==> config.mk <==
export PLATFORM = sky130hd
export DESIGN_NAME = cfc_channel
export DESIGN_NICKNAME = d
export VERILOG_FILES = /design/src/design/cfc_pkg.sv /design/src/design/cfc_channel.sv
export SDC_FILE = /design/constraint.sdc
export NUM_CORES = 1
export LEC_CHECK = 0
export BUFFER_PORTS_ARGS = -buffer_cell sky130_fd_sc_hd__buf_2
export CAP_MARGIN = 20
export CORE_UTILIZATION = 25
export CTS_BUF_LIST = sky130_fd_sc_hd__clkbuf_4
export CTS_CLUSTER_DIAMETER = 50
export DETAILED_ROUTE_END_ITERATION = 12
export MAX_ROUTING_LAYER = met4
export SLEW_MARGIN = 25
export SYNTH_ARGS = -nofsm -noshare
export SYNTH_HDL_FRONTEND = slang
export SYNTH_SLANG_ARGS = --single-unit
==> constraint.sdc <==
create_clock -name core_clk_in -period 4 [get_ports core_clk_in]
set_input_delay 1.2 -clock core_clk_in [delete_from_list [all_inputs] [get_ports core_clk_in]]
set_output_delay 1.2 -clock core_clk_in [all_outputs]
set_load 0.02 [all_outputs]
==> src/design/cfc_pkg.sv <==
// Package for the CAN FIFO channel control block: register map, field layout, types.
// Assumes an AXI4-Lite master on the register side and a protocol engine on the far side.
// Operation
// - Depth code n gives n+1 message slots, 1 to 16; codes 10000 and above are reserved.
// - Writing one to the clear request resets the FIFO and hardware drops the bit when done.
// - In a transmit FIFO the pointer advance bit moves the head on by one slot.
// - In a receive FIFO the pointer advance bit moves the tail on by one slot.
// - A receive FIFO stores only data bytes when payload-only is set, else whole messages.
// - Depth and payload-only take writes only while the operating mode is configuration.
// - The aborted flag is refreshed when a message completes or aborts and on FIFO reset.
// - Arbitration-lost and transmit-error flags clear on any control read and on FIFO reset.
// - Unimplemented control bits read as zero and ignore writes.
// - Direction select one makes a transmit FIFO, zero a receive FIFO.
// - Send request starts sending, clears when all is sent, and a software clear aborts.
// - With auto remote reply enabled a received remote request sets the send request.
// - The two-bit priority ranks the FIFO, 11 highest down to 00 lowest.
package cfc_pkg;
    localparam logic [3:0] CFC_ADDR_CTRL = 4'h0;
    localparam logic [3:0] CFC_ADDR_STAT = 4'h4;
    localparam logic [3:0] CFC_ADDR_CLR = 4'h8;
    localparam logic [3:0] CFC_ADDR_IEN = 4'hC;
    localparam int CFC_DEPTH_LSB = 16;
    localparam int CFC_CLEAR_BIT = 14;
    localparam int CFC_ADV_BIT = 13;
    localparam int CFC_PONLY_BIT = 12;
    localparam int CFC_DIR_BIT = 7;
    localparam int CFC_ABORT_BIT = 6;
    localparam int CFC_ARB_BIT = 5;
    localparam int CFC_TERR_BIT = 4;
    localparam int CFC_SEND_BIT = 3;
    localparam int CFC_RTR_BIT = 2;
    localparam int CFC_IRQ_W = 4;
    localparam logic [2:0] CFC_MODE_CONFIG = 3'h4;
    localparam logic [4:0] CFC_DEPTH_MAX = 5'h0F;
    localparam logic [31:0] CFC_CTRL_RESET = 32'h0000_0000;
    localparam logic [1:0] CFC_RESP_OKAY = 2'h0;
    localparam logic [1:0] CFC_RESP_SLVERR = 2'h2;

    typedef struct packed {
        logic done_ok;
        logic aborted;
        logic arb_lost;
        logic bus_error;
        logic rtr_rx;
        logic rx_push;
        logic tx_pop;
    } cfc_engine_evt_t;

    typedef struct packed {
        logic tx_mode;
        logic send_request;
        logic [1:0] priority_rank;
        logic payload_only;
        logic [3:0] head;
        logic [3:0] tail;
        logic [4:0] count;
        logic full;
        logic empty;
    } cfc_engine_view_t;
endpackage

==> src/design/cfc_channel.sv <==
// One FIFO channel control with AXI4-Lite register slave and interrupt.
// Assumes one clock; engine events are synchronous one-cycle pulses.
`timescale 1ns/1ps
module cfc_channel (
    // Clock and reset
    input wire logic core_clk_in,
    input wire logic arst_n_in,
    // AXI4-Lite write
    input wire logic [3:0] s_axi_awaddr_in,
    input wire logic s_axi_awvalid_in,
    output logic s_axi_awready_out,
    input wire logic [31:0] s_axi_wdata_in,
    input wire logic [3:0] s_axi_wstrb_in,
    input wire logic s_axi_wvalid_in,
    output logic s_axi_wready_out,
    output logic [1:0] s_axi_bresp_out,
    output logic s_axi_bvalid_out,
    input wire logic s_axi_bready_in,
    // AXI4-Lite read
    input wire logic [3:0] s_axi_araddr_in,
    input wire logic s_axi_arvalid_in,
    output logic s_axi_arready_out,
    output logic [31:0] s_axi_rdata_out,
    output logic [1:0] s_axi_rresp_out,
    output logic s_axi_rvalid_out,
    input wire logic s_axi_rready_in,
    // Main controller mode and engine side
    input wire logic [2:0] operating_mode_field_in,
    input wire cfc_pkg::cfc_engine_evt_t engine_evt_in,
    output cfc_pkg::cfc_engine_view_t engine_view_out,
    // Interrupt
    output logic irq_out
);
    import cfc_pkg::*;

    logic [4:0] depth_q;
    logic clear_q, adv_q, ponly_q, dir_q, abort_q, arb_q, terr_q, send_q, rtr_q;
    logic [1:0] prio_q;
    logic [3:0] head_q, tail_q;
    logic [4:0] count_q;
    logic [3:0] ist_q, ien_q;
    logic aw_q, w_q;
    logic [3:0] awaddr_q;
    logic [31:0] wdata_q;
    logic bvalid_q, rvalid_q;
    logic [31:0] rdata_q;
    logic [1:0] bresp_q, rresp_q;

    function automatic logic [3:0] cfc_wrap(input logic [3:0] p, input logic [4:0] d);
        cfc_wrap = (p == d[3:0]) ? 4'h0 : p + 4'h1;
    endfunction

    // Capacity code: reserved codes saturate at 16 slots
    logic [4:0] last_slot;
    assign last_slot = (depth_q > CFC_DEPTH_MAX) ? CFC_DEPTH_MAX : depth_q;
    logic full, empty;
    assign full = (count_q == last_slot + 5'h01);
    assign empty = (count_q == 5'h00);

    // Write channel: address and data taken in either order
    logic wr_fire, rd_fire, ctrl_rd;
    assign s_axi_awready_out = !aw_q && !bvalid_q;
    assign s_axi_wready_out = !w_q && !bvalid_q;
    assign wr_fire = aw_q && w_q && !bvalid_q;
    always_ff @(posedge core_clk_in or negedge arst_n_in) begin
        if (!arst_n_in) begin
            aw_q <= 1'b0;
            w_q <= 1'b0;
            awaddr_q <= 4'h0;
            wdata_q <= 32'h0000_0000;
        end else begin
            if (s_axi_awvalid_in && s_axi_awready_out) begin
                aw_q <= 1'b1;
                awaddr_q <= s_axi_awaddr_in;
            end else if (wr_fire) begin
                aw_q <= 1'b0;
            end
            if (s_axi_wvalid_in && s_axi_wready_out) begin
                w_q <= 1'b1;
                wdata_q <= s_axi_wdata_in;
            end else if (wr_fire) begin
                w_q <= 1'b0;
            end
        end
    end
    // Byte strobes ignored; registers are whole-word
    logic unused_strb;
    assign unused_strb = ^s_axi_wstrb_in;

    logic wr_ctrl, wr_clr, wr_ien, wr_ok;
    assign wr_ctrl = wr_fire && awaddr_q == CFC_ADDR_CTRL;
    assign wr_clr = wr_fire && awaddr_q == CFC_ADDR_CLR;
    assign wr_ien = wr_fire && awaddr_q == CFC_ADDR_IEN;
    assign wr_ok = (awaddr_q == CFC_ADDR_CTRL) || (awaddr_q == CFC_ADDR_CLR)
        || (awaddr_q == CFC_ADDR_IEN) || (awaddr_q == CFC_ADDR_STAT);
    always_ff @(posedge core_clk_in or negedge arst_n_in) begin
        if (!arst_n_in) begin
            bvalid_q <= 1'b0;
            bresp_q <= CFC_RESP_OKAY;
        end else if (wr_fire) begin
            bvalid_q <= 1'b1;
            bresp_q <= wr_ok ? CFC_RESP_OKAY : CFC_RESP_SLVERR;
        end else if (s_axi_bready_in) begin
            bvalid_q <= 1'b0;
        end
    end
    assign s_axi_bvalid_out = bvalid_q;
    assign s_axi_bresp_out = bresp_q;

    // Read channel: one cycle to data
    assign s_axi_arready_out = !rvalid_q;
    assign rd_fire = s_axi_arvalid_in && !rvalid_q;
    assign ctrl_rd = rd_fire && s_axi_araddr_in == CFC_ADDR_CTRL;
    logic [31:0] ctrl_word;
    always_comb begin
        ctrl_word = CFC_CTRL_RESET;
        ctrl_word[CFC_DEPTH_LSB +: 5] = depth_q;
        ctrl_word[CFC_CLEAR_BIT] = clear_q;
        ctrl_word[CFC_ADV_BIT] = adv_q;
        ctrl_word[CFC_PONLY_BIT] = ponly_q;
        ctrl_word[CFC_DIR_BIT] = dir_q;
        ctrl_word[CFC_ABORT_BIT] = abort_q;
        ctrl_word[CFC_ARB_BIT] = arb_q;
        ctrl_word[CFC_TERR_BIT] = terr_q;
        ctrl_word[CFC_SEND_BIT] = send_q;
        ctrl_word[CFC_RTR_BIT] = rtr_q;
        ctrl_word[1:0] = prio_q;
    end
    always_ff @(posedge core_clk_in or negedge arst_n_in) begin
        if (!arst_n_in) begin
            rvalid_q <= 1'b0;
            rdata_q <= 32'h0000_0000;
            rresp_q <= CFC_RESP_OKAY;
        end else if (rd_fire) begin
            rvalid_q <= 1'b1;
            rresp_q <= CFC_RESP_OKAY;
            unique case (s_axi_araddr_in)
                CFC_ADDR_CTRL: rdata_q <= ctrl_word;
                CFC_ADDR_STAT: rdata_q <= {28'h0000000, ist_q};
                CFC_ADDR_IEN: rdata_q <= {28'h0000000, ien_q};
                CFC_ADDR_CLR: rdata_q <= 32'h0000_0000;
                default: begin
                    rdata_q <= 32'h0000_0000;
                    rresp_q <= CFC_RESP_SLVERR;
                end
            endcase
        end else if (s_axi_rready_in) begin
            rvalid_q <= 1'b0;
        end
    end
    assign s_axi_rvalid_out = rvalid_q;
    assign s_axi_rdata_out = rdata_q;
    assign s_axi_rresp_out = rresp_q;

    // Depth and payload-only locked outside configuration mode; direction, remote reply and priority always writable
    logic cfg_mode;
    assign cfg_mode = operating_mode_field_in == CFC_MODE_CONFIG;
    always_ff @(posedge core_clk_in or negedge arst_n_in) begin
        if (!arst_n_in) begin
            depth_q <= 5'h00;
            ponly_q <= 1'b0;
        end else if (wr_ctrl && cfg_mode) begin
            depth_q <= wdata_q[CFC_DEPTH_LSB +: 5];
            ponly_q <= wdata_q[CFC_PONLY_BIT];
        end
    end
    always_ff @(posedge core_clk_in or negedge arst_n_in) begin
        if (!arst_n_in) begin
            dir_q <= 1'b0;
            rtr_q <= 1'b0;
            prio_q <= 2'h0;
        end else if (wr_ctrl) begin
            dir_q <= wdata_q[CFC_DIR_BIT];
            rtr_q <= wdata_q[CFC_RTR_BIT];
            prio_q <= wdata_q[1:0];
        end
    end

    // Clear request: one-cycle reset step then hardware drops the bit
    always_ff @(posedge core_clk_in or negedge arst_n_in) begin
        if (!arst_n_in) begin
            clear_q <= 1'b0;
        end else if (wr_ctrl && wdata_q[CFC_CLEAR_BIT]) begin
            clear_q <= 1'b1;
        end else if (clear_q) begin
            clear_q <= 1'b0;
        end
    end

    // Pointer advance: software sets, hardware steps once and clears
    always_ff @(posedge core_clk_in or negedge arst_n_in) begin
        if (!arst_n_in) begin
            adv_q <= 1'b0;
        end else if (wr_ctrl && wdata_q[CFC_ADV_BIT]) begin
            adv_q <= 1'b1;
        end else begin
            adv_q <= 1'b0;
        end
    end

    // Head is the software fill side of a transmit FIFO, tail the drain of a receive FIFO
    logic head_step, tail_step, in_step, out_step;
    assign head_step = (adv_q && dir_q) || (engine_evt_in.rx_push && !dir_q);
    assign tail_step = (adv_q && !dir_q) || (engine_evt_in.tx_pop && dir_q);
    assign in_step = head_step && !full;
    assign out_step = tail_step && !empty;
    always_ff @(posedge core_clk_in or negedge arst_n_in) begin
        if (!arst_n_in) begin
            head_q <= 4'h0;
            tail_q <= 4'h0;
            count_q <= 5'h00;
        end else if (clear_q) begin
            head_q <= 4'h0;
            tail_q <= 4'h0;
            count_q <= 5'h00;
        end else begin
            if (in_step) head_q <= cfc_wrap(head_q, last_slot);
            if (out_step) tail_q <= cfc_wrap(tail_q, last_slot);
            count_q <= count_q + {4'h0, in_step} - {4'h0, out_step};
        end
    end

    // Send request: set by software or remote request, cleared when drained
    always_ff @(posedge core_clk_in or negedge arst_n_in) begin
        if (!arst_n_in) begin
            send_q <= 1'b0;
        end else if (clear_q || !dir_q) begin
            send_q <= 1'b0;
        end else if (wr_ctrl) begin
            send_q <= wdata_q[CFC_SEND_BIT];
        end else if (rtr_q && engine_evt_in.rtr_rx) begin
            send_q <= 1'b1;
        end else if (engine_evt_in.tx_pop && count_q == 5'h01) begin
            send_q <= 1'b0;
        end
    end

    // Transmit status flags; a completion event wins over a reset in the same cycle
    always_ff @(posedge core_clk_in or negedge arst_n_in) begin
        if (!arst_n_in) begin
            abort_q <= 1'b0;
        end else if (engine_evt_in.done_ok || engine_evt_in.aborted) begin
            abort_q <= engine_evt_in.aborted;
        end else if (clear_q) begin
            abort_q <= 1'b0;
        end
    end
    // Event set wins over a read clear in the same cycle
    always_ff @(posedge core_clk_in or negedge arst_n_in) begin
        if (!arst_n_in) begin
            arb_q <= 1'b0;
            terr_q <= 1'b0;
        end else begin
            arb_q <= engine_evt_in.arb_lost || (arb_q && !ctrl_rd && !clear_q);
            terr_q <= engine_evt_in.bus_error || (terr_q && !ctrl_rd && !clear_q);
        end
    end

    // Interrupt status: done, aborted, arbitration lost, bus error
    logic [3:0] ev;
    assign ev = {engine_evt_in.bus_error, engine_evt_in.arb_lost,
        engine_evt_in.aborted, engine_evt_in.done_ok};
    always_ff @(posedge core_clk_in or negedge arst_n_in) begin
        if (!arst_n_in) begin
            ist_q <= 4'h0;
            ien_q <= 4'h0;
        end else begin
            ist_q <= ev | (ist_q & ~(wr_clr ? wdata_q[3:0] : 4'h0));
            if (wr_ien) ien_q <= wdata_q[3:0];
        end
    end
    assign irq_out = |(ist_q & ien_q);

    always_comb begin
        engine_view_out.tx_mode = dir_q;
        engine_view_out.send_request = send_q;
        engine_view_out.priority_rank = prio_q;
        engine_view_out.payload_only = ponly_q && !dir_q;
        engine_view_out.head = head_q;
        engine_view_out.tail = tail_q;
        engine_view_out.count = count_q;
        engine_view_out.full = full;
        engine_view_out.empty = empty;
    end
endmodule

### Yosys cells after proc, flatten, opt, wreduce, memory -nomap -nowiden

Cells that the tools add are included.

* $add $sub $neg: 5
* order comparisons: 1
* eq/ne operators: 11
* multiplexer cells: 27
* bitwise logic cells: 4
* reductions and logical operators: 58

Operators with widths (number)
* one-hot mux 21 bit (3 select lines): 1
* 2-to-1 mux 4 bit: 7
* logical AND 1 bit: 27
* equality test 4 bit, second input constant: 4
* 2-to-1 mux 1 bit: 15
* nonzero test 2 bit: 7
* 2-to-1 mux 5 bit: 2
* zero test 1 bit: 9
* logical OR 1 bit: 9
* adder 4 x 1 -> 4 bit, second input constant: 2
* AND 4 bit: 2
* equality test 4 x 3 -> 1 bit, second input constant: 2
* equality test 4 bit: 2
* zero test 4 bit: 2
* OR reduction 4 bit: 2
* adder 5 x 1 -> 5 bit: 1
* adder 5 x 1 -> 5 bit, second input constant: 1
* equality test 5 x 1 -> 1 bit, second input constant: 1
* equality test 5 bit: 1
* greater-than comparator 5 x 4 -> 1 bit, second input constant: 1
* zero test 5 bit: 1
* subtractor 5 x 1 -> 5 bit: 1
* 2-to-1 mux 2 bit: 2
* NOT 4 bit: 1
* 3 further kinds: 3

* flip-flop bits (word level): 102
* input port bits: 61
* output and inout bits: 62
* logic and storage cells: 131

### Longest topological paths before layout

* word-level depth: 9
* gate-level depth with buffers: 18
* mapped depth without buffers: 16

### Worst setup path after synthesis

Ideal clock, no wire load.

* path type: register to register
* from: reg depth_q[4]
* to: reg count_q[4]
* library setup time: 0.136 ns
* arrival time: 3.358 ns
* required time: 3.864 ns
* setup slack: 0.505 ns
* cell stages (with the launch flop): 19
* buffers on the path: 2
* path through: dfrtp_1 -> buf_6 -> buf_2 -> or2_2 -> ha_1 -> xor2_1 -> a211oi_1 -> or3b_4 -> o21ai_4 -> ha_1 -> inv_1 -> ha_1 -> inv_1 -> fa_1 -> inv_1 -> a21oi_1 -> nor2_1 -> or3_1 -> a21oi_1

* longest elaborated chain between the ends: 9

Ends and longest elaborated chain
* start, declared: line cfc_channel.sv:36 `logic [4:0] depth_q;`
* start signal, assigned: line cfc_channel.sv:163 `depth_q <= wdata_q[CFC_DEPTH_LSB +: 5];`
* greater-than comparator 5 x 4 -> 1 bit: line cfc_channel.sv:55 `assign last_slot = (depth_q > CFC_DEPTH_MAX) ? CFC_DEPTH_MAX : depth_q;`
* 2-to-1 mux 5 bit *: line cfc_channel.sv:55
* adder 5 x 1 -> 5 bit *: line cfc_channel.sv:57 `assign full = (count_q == last_slot + 5'h01);`
* equality test 5 bit *: line cfc_channel.sv:57
* zero test 1 bit *: line cfc_channel.sv:205 `assign in_step = head_step && !full;`
* logical AND 1 bit *: line cfc_channel.sv:205
* adder 5 x 1 -> 5 bit *: line cfc_channel.sv:219 `count_q <= count_q + {4'h0, in_step} - {4'h0, out_step};`
* subtractor 5 x 1 -> 5 bit *: line cfc_channel.sv:219
* 2-to-1 mux 5 bit *: line cfc_channel.sv:212 `end else if (clear_q) begin`
* end signal, assigned: line cfc_channel.sv:219
* end, declared: line cfc_channel.sv:40 `logic [4:0] count_q;`

Mark *: on every way between the ends. The rest lies on a longest branch, timed or not.
A chain may end at the register's enable or synchronous reset.

==> results.sh <==
export IMPL_max_freq_ghz=0.266
export IMPL_skew_ns=0.00536
export IMPL_syn_inst=348
export IMPL_net_switching_power_mw=1.13
export IMPL_fin_crit_sh_pct=94.1
export IMPL_drtIter0Drc=144
export IMPL_clk_pin_slew_ns=0.12
export IMPL_antenna_found_initial=1
export IMPL_drv_cap=0
export IMPL_synth_cell_types=52
export IMPL_rows=45
export IMPL_comb_power_share_pct=39.7
export IMPL_synth_compound_area_share_pct=13.5
export IMPL_async_flop_share_pct=100
export IMPL_firstDrtPassIters=4
export IMPL_p_seq_share_pct=43.7
export IMPL_crit_type="register to output pin"
export IMPL_end_kind="output pin"
export IMPL_rsz0062_at_grt="no"
export IMPL_dp_hpwl_um=6570
export IMPL_ys_top_cells_by_area="dfrtp_1 (49%), mux2_2 (9.3%), buf_4 (4.5%)"
export IMPL_grt_pass1_wl_um=14500
export IMPL_cpPeakStageDelay_ns=0.48
export IMPL_core_area_um2=15200
export IMPL_grt_pass1_vias=2785
export IMPL_status="complete, no violations"
export IMPL_setup_viol=0
export IMPL_cts_buffers=9
export IMPL_worstPathMaxFanout=9
export IMPL_synth_top_family_by_area="compound AO/OA/AOI/OAI gates"
export IMPL_switching_share_pct=40.0
export IMPL_yosysTopAreaCellShare_pct=49.0
export IMPL_max_slew_margin_pct=53.9
export IMPL_worstSkewPairLatency_ns=0.44
export IMPL_synth_area_mux_share_pct=11.1
export IMPL_startpoint_type="register"
export IMPL_hold_viol_final=0
export IMPL_yosys_most_used_dff="dfrtp_1"
export IMPL_die_w_um=127
export IMPL_ys_warn_count=0
export IMPL_layout_nets=496
export IMPL_hold_buffers=0
export IMPL_crit_family="simple AND/OR/NAND/NOR gates"
export IMPL_synth_edff_count=0
export IMPL_routed_wl_um=8820
export IMPL_synthSimpleGateAreaFrac_pct=12.8
export IMPL_ys_ff_latch=76
export IMPL_gp_congestion=0.762
export IMPL_peakVddDrop_v=0.000326
export IMPL_htree_levels=3
export IMPL_min_period_ns=3.76
export IMPL_via_per_inst=4.56
export IMPL_place_port_buffers=81
export IMPL_cts_resized=0
export IMPL_cts_root_buffer="clkbuf_4"
export IMPL_grt_max_degree=77
export IMPL_fp_dieH_um=127
export IMPL_leakage_nw=2.21
export IMPL_cts_tree="built"
export IMPL_synth_area_per_cell_um2=11.1
export IMPL_p_total_mw=2.83
export IMPL_clock_sinks=76
export IMPL_yosysTopAreaCell="dfrtp_1"
export IMPL_final_antenna_net_count=0
export IMPL_synth_adder_area_share_pct=3.42
export IMPL_path_buf_inv=1
export IMPL_crit_chain="or2_2, ha_1, xor2_1, a211oi_1, or3b_4, nor2_1, buf_2"
export IMPL_synth_xor_area_share_pct=2.26
export IMPL_io_pins=123
export IMPL_synthesis_area_um2=3880
export IMPL_grtUsageTotal_pct=12.3
export IMPL_area_growth_pct=16.4
export IMPL_post_cts_repair_setup_buffers=0
export IMPL_wire_per_inst_um=14.2
export IMPL_internal_power_mw=1.70
export IMPL_power_density_nw_per_um2=626
export IMPL_start_util_pct=25.5
export IMPL_die_area_um2=16000
export IMPL_hold_path_class="register to register"
export IMPL_tightest_slew_ns=0.692
export IMPL_power_frac_clock_pct=16.6
export IMPL_worstPathRequired_ns=2.80
export IMPL_cp_slowest_cell="dfrtp_1"
export IMPL_cts_buffer_depth=2
export IMPL_num_vias=2820
export IMPL_ys_seq_area_share_pct=49.0
export IMPL_finalSetupTns_ns=0
export IMPL_maxSlewViolCount=0
export IMPL_drcViolationCount=0
export IMPL_grt_overflow_total=0
export IMPL_arrival_ns=2.56
export IMPL_layout_drive_gt1_share_pct=34.4
==> kinds of logic after synthesis <==
kind of cell | Yosys count
AND/OR/NAND/NOR | 87
flip-flops | 76
AO/OA/AOI/OAI | 73
buffers and inverters | 52
multiplexers | 39
adder cells (fa/ha/maj) | 10
XOR/XNOR | 10
other | 1
==> stage by stage <==
stage / util [%] / cells / cell area (µm²) / setup WS, ns / hold WS, ns
floorplan: - / 365 / 3940 / 0.505 / 0.449
global placement: 28.8 / 602 / 4380 / 0.525 / 0.468
detailed placement: 28.8 / 602 / 4380 / 0.436 / 0.479
CTS: 29.7 / 618 / 4510 / 0.148 / 0.507
global route: 29.7 / 619 / 4520 / 0.0829 / 0.523
finish: 29.7 / 619 / 4520 / 0.235 / 0.498
==> layout by cell type (no fill, tap or decap), drive strengths merged, types with 9 or more instances in the layout <==
cell type  netlist  final
buf             28     86
dfrtp           76     76
mux2            32     32
nand2           20     20
conb             1     18
nor2            16     16
a22o            16     16
inv             15     15
a21oi           13     13
nand3           13     13
o21ai           13     13
a21o            11     11
ha               9      9
clkbuf           9      9
==> sequential cells by signal (all words and copies together), names as in the netlist, 2 cells and up <==
| name | cells |
|---|---|
| s_axi_rdata_out | 16 |
| wdata_q | 13 |
| count_q | 5 |
| depth_q | 5 |
| awaddr_q | 4 |
| head_q | 4 |
| ien_q | 4 |
| ist_q | 4 |
| tail_q | 4 |
| prio_q | 2 |
==> final timing paths <==
check	start	to	slack, ns	cells after the start
setup / recovery	depth_q[4]	engine_view_out[1]	0.24	7
hold / removal	wdata_q[14]	clear_q	0.50	1
setup reg to reg	depth_q[4]	count_q[4]	0.41	16
hold reg to reg	wdata_q[14]	clear_q	0.50	1
max in group asynchronous	arst_n_in	awaddr_q[0]	2.77	1
min in group asynchronous	arst_n_in	count_q[3]	0.77	1
==> area by class of cell <==
| cell class | instances | area (µm²) |
|---|---|---|
| clock inverters | 7 | 67.6 |
| repair buffers | 86 | 449 |
| clock buffers | 9 | 67.6 |
| fillers | 1571 | 10700 |
| flip-flops and latches | 76 | 1900 |
| multi-input cells | 237 | 1740 |
| diodes | 1 | 2.50 |
| well taps | 188 | 235 |
| inverters | 15 | 56.3 |
==> routing by layer <==
metal	vias to the layer above	wire, µm	track usage [%]	part of all wire [%]
met3	21	434	2.36	4.9
met1	1361	4080	16.1	46
met5	-	0	-	0
met2	95	4000	17.4	45
met4	0	302	7.58	3.4
li1	1343	-	-	-
==> power groups by stage <==
stage               registers [mW]  logic (mW)  clock network, mW
floorplan                     1.24       0.826                  0
detailed placement            1.26        1.12                  0
CTS                           1.24        1.13              0.497
global placement              1.24        1.09                  0
global route                  1.27        1.25              0.527
finish                        1.24        1.12              0.469
==> synth_stat cells (all sizes together) (2+ instances only) <==
cell type,number
o22ai,3
nor4b,2
a21oi,13
nor3,3
a21o,11
nand3,13
nand2,20
nor2b,4
nor2,16
buf,28
a22oi,4
a22o,16
xor2,6
dfrtp,76
nor3b,4
inv,15
mux2i,7
clkbuf,9
and2b,3
a31o,2
and2,5
o21ai,13
or3,7
a21boi,2
ha,9
or2,3
mux2,32
a211oi,2
xnor2,4
Note: power is estimated with default switching activity, not from simulation.
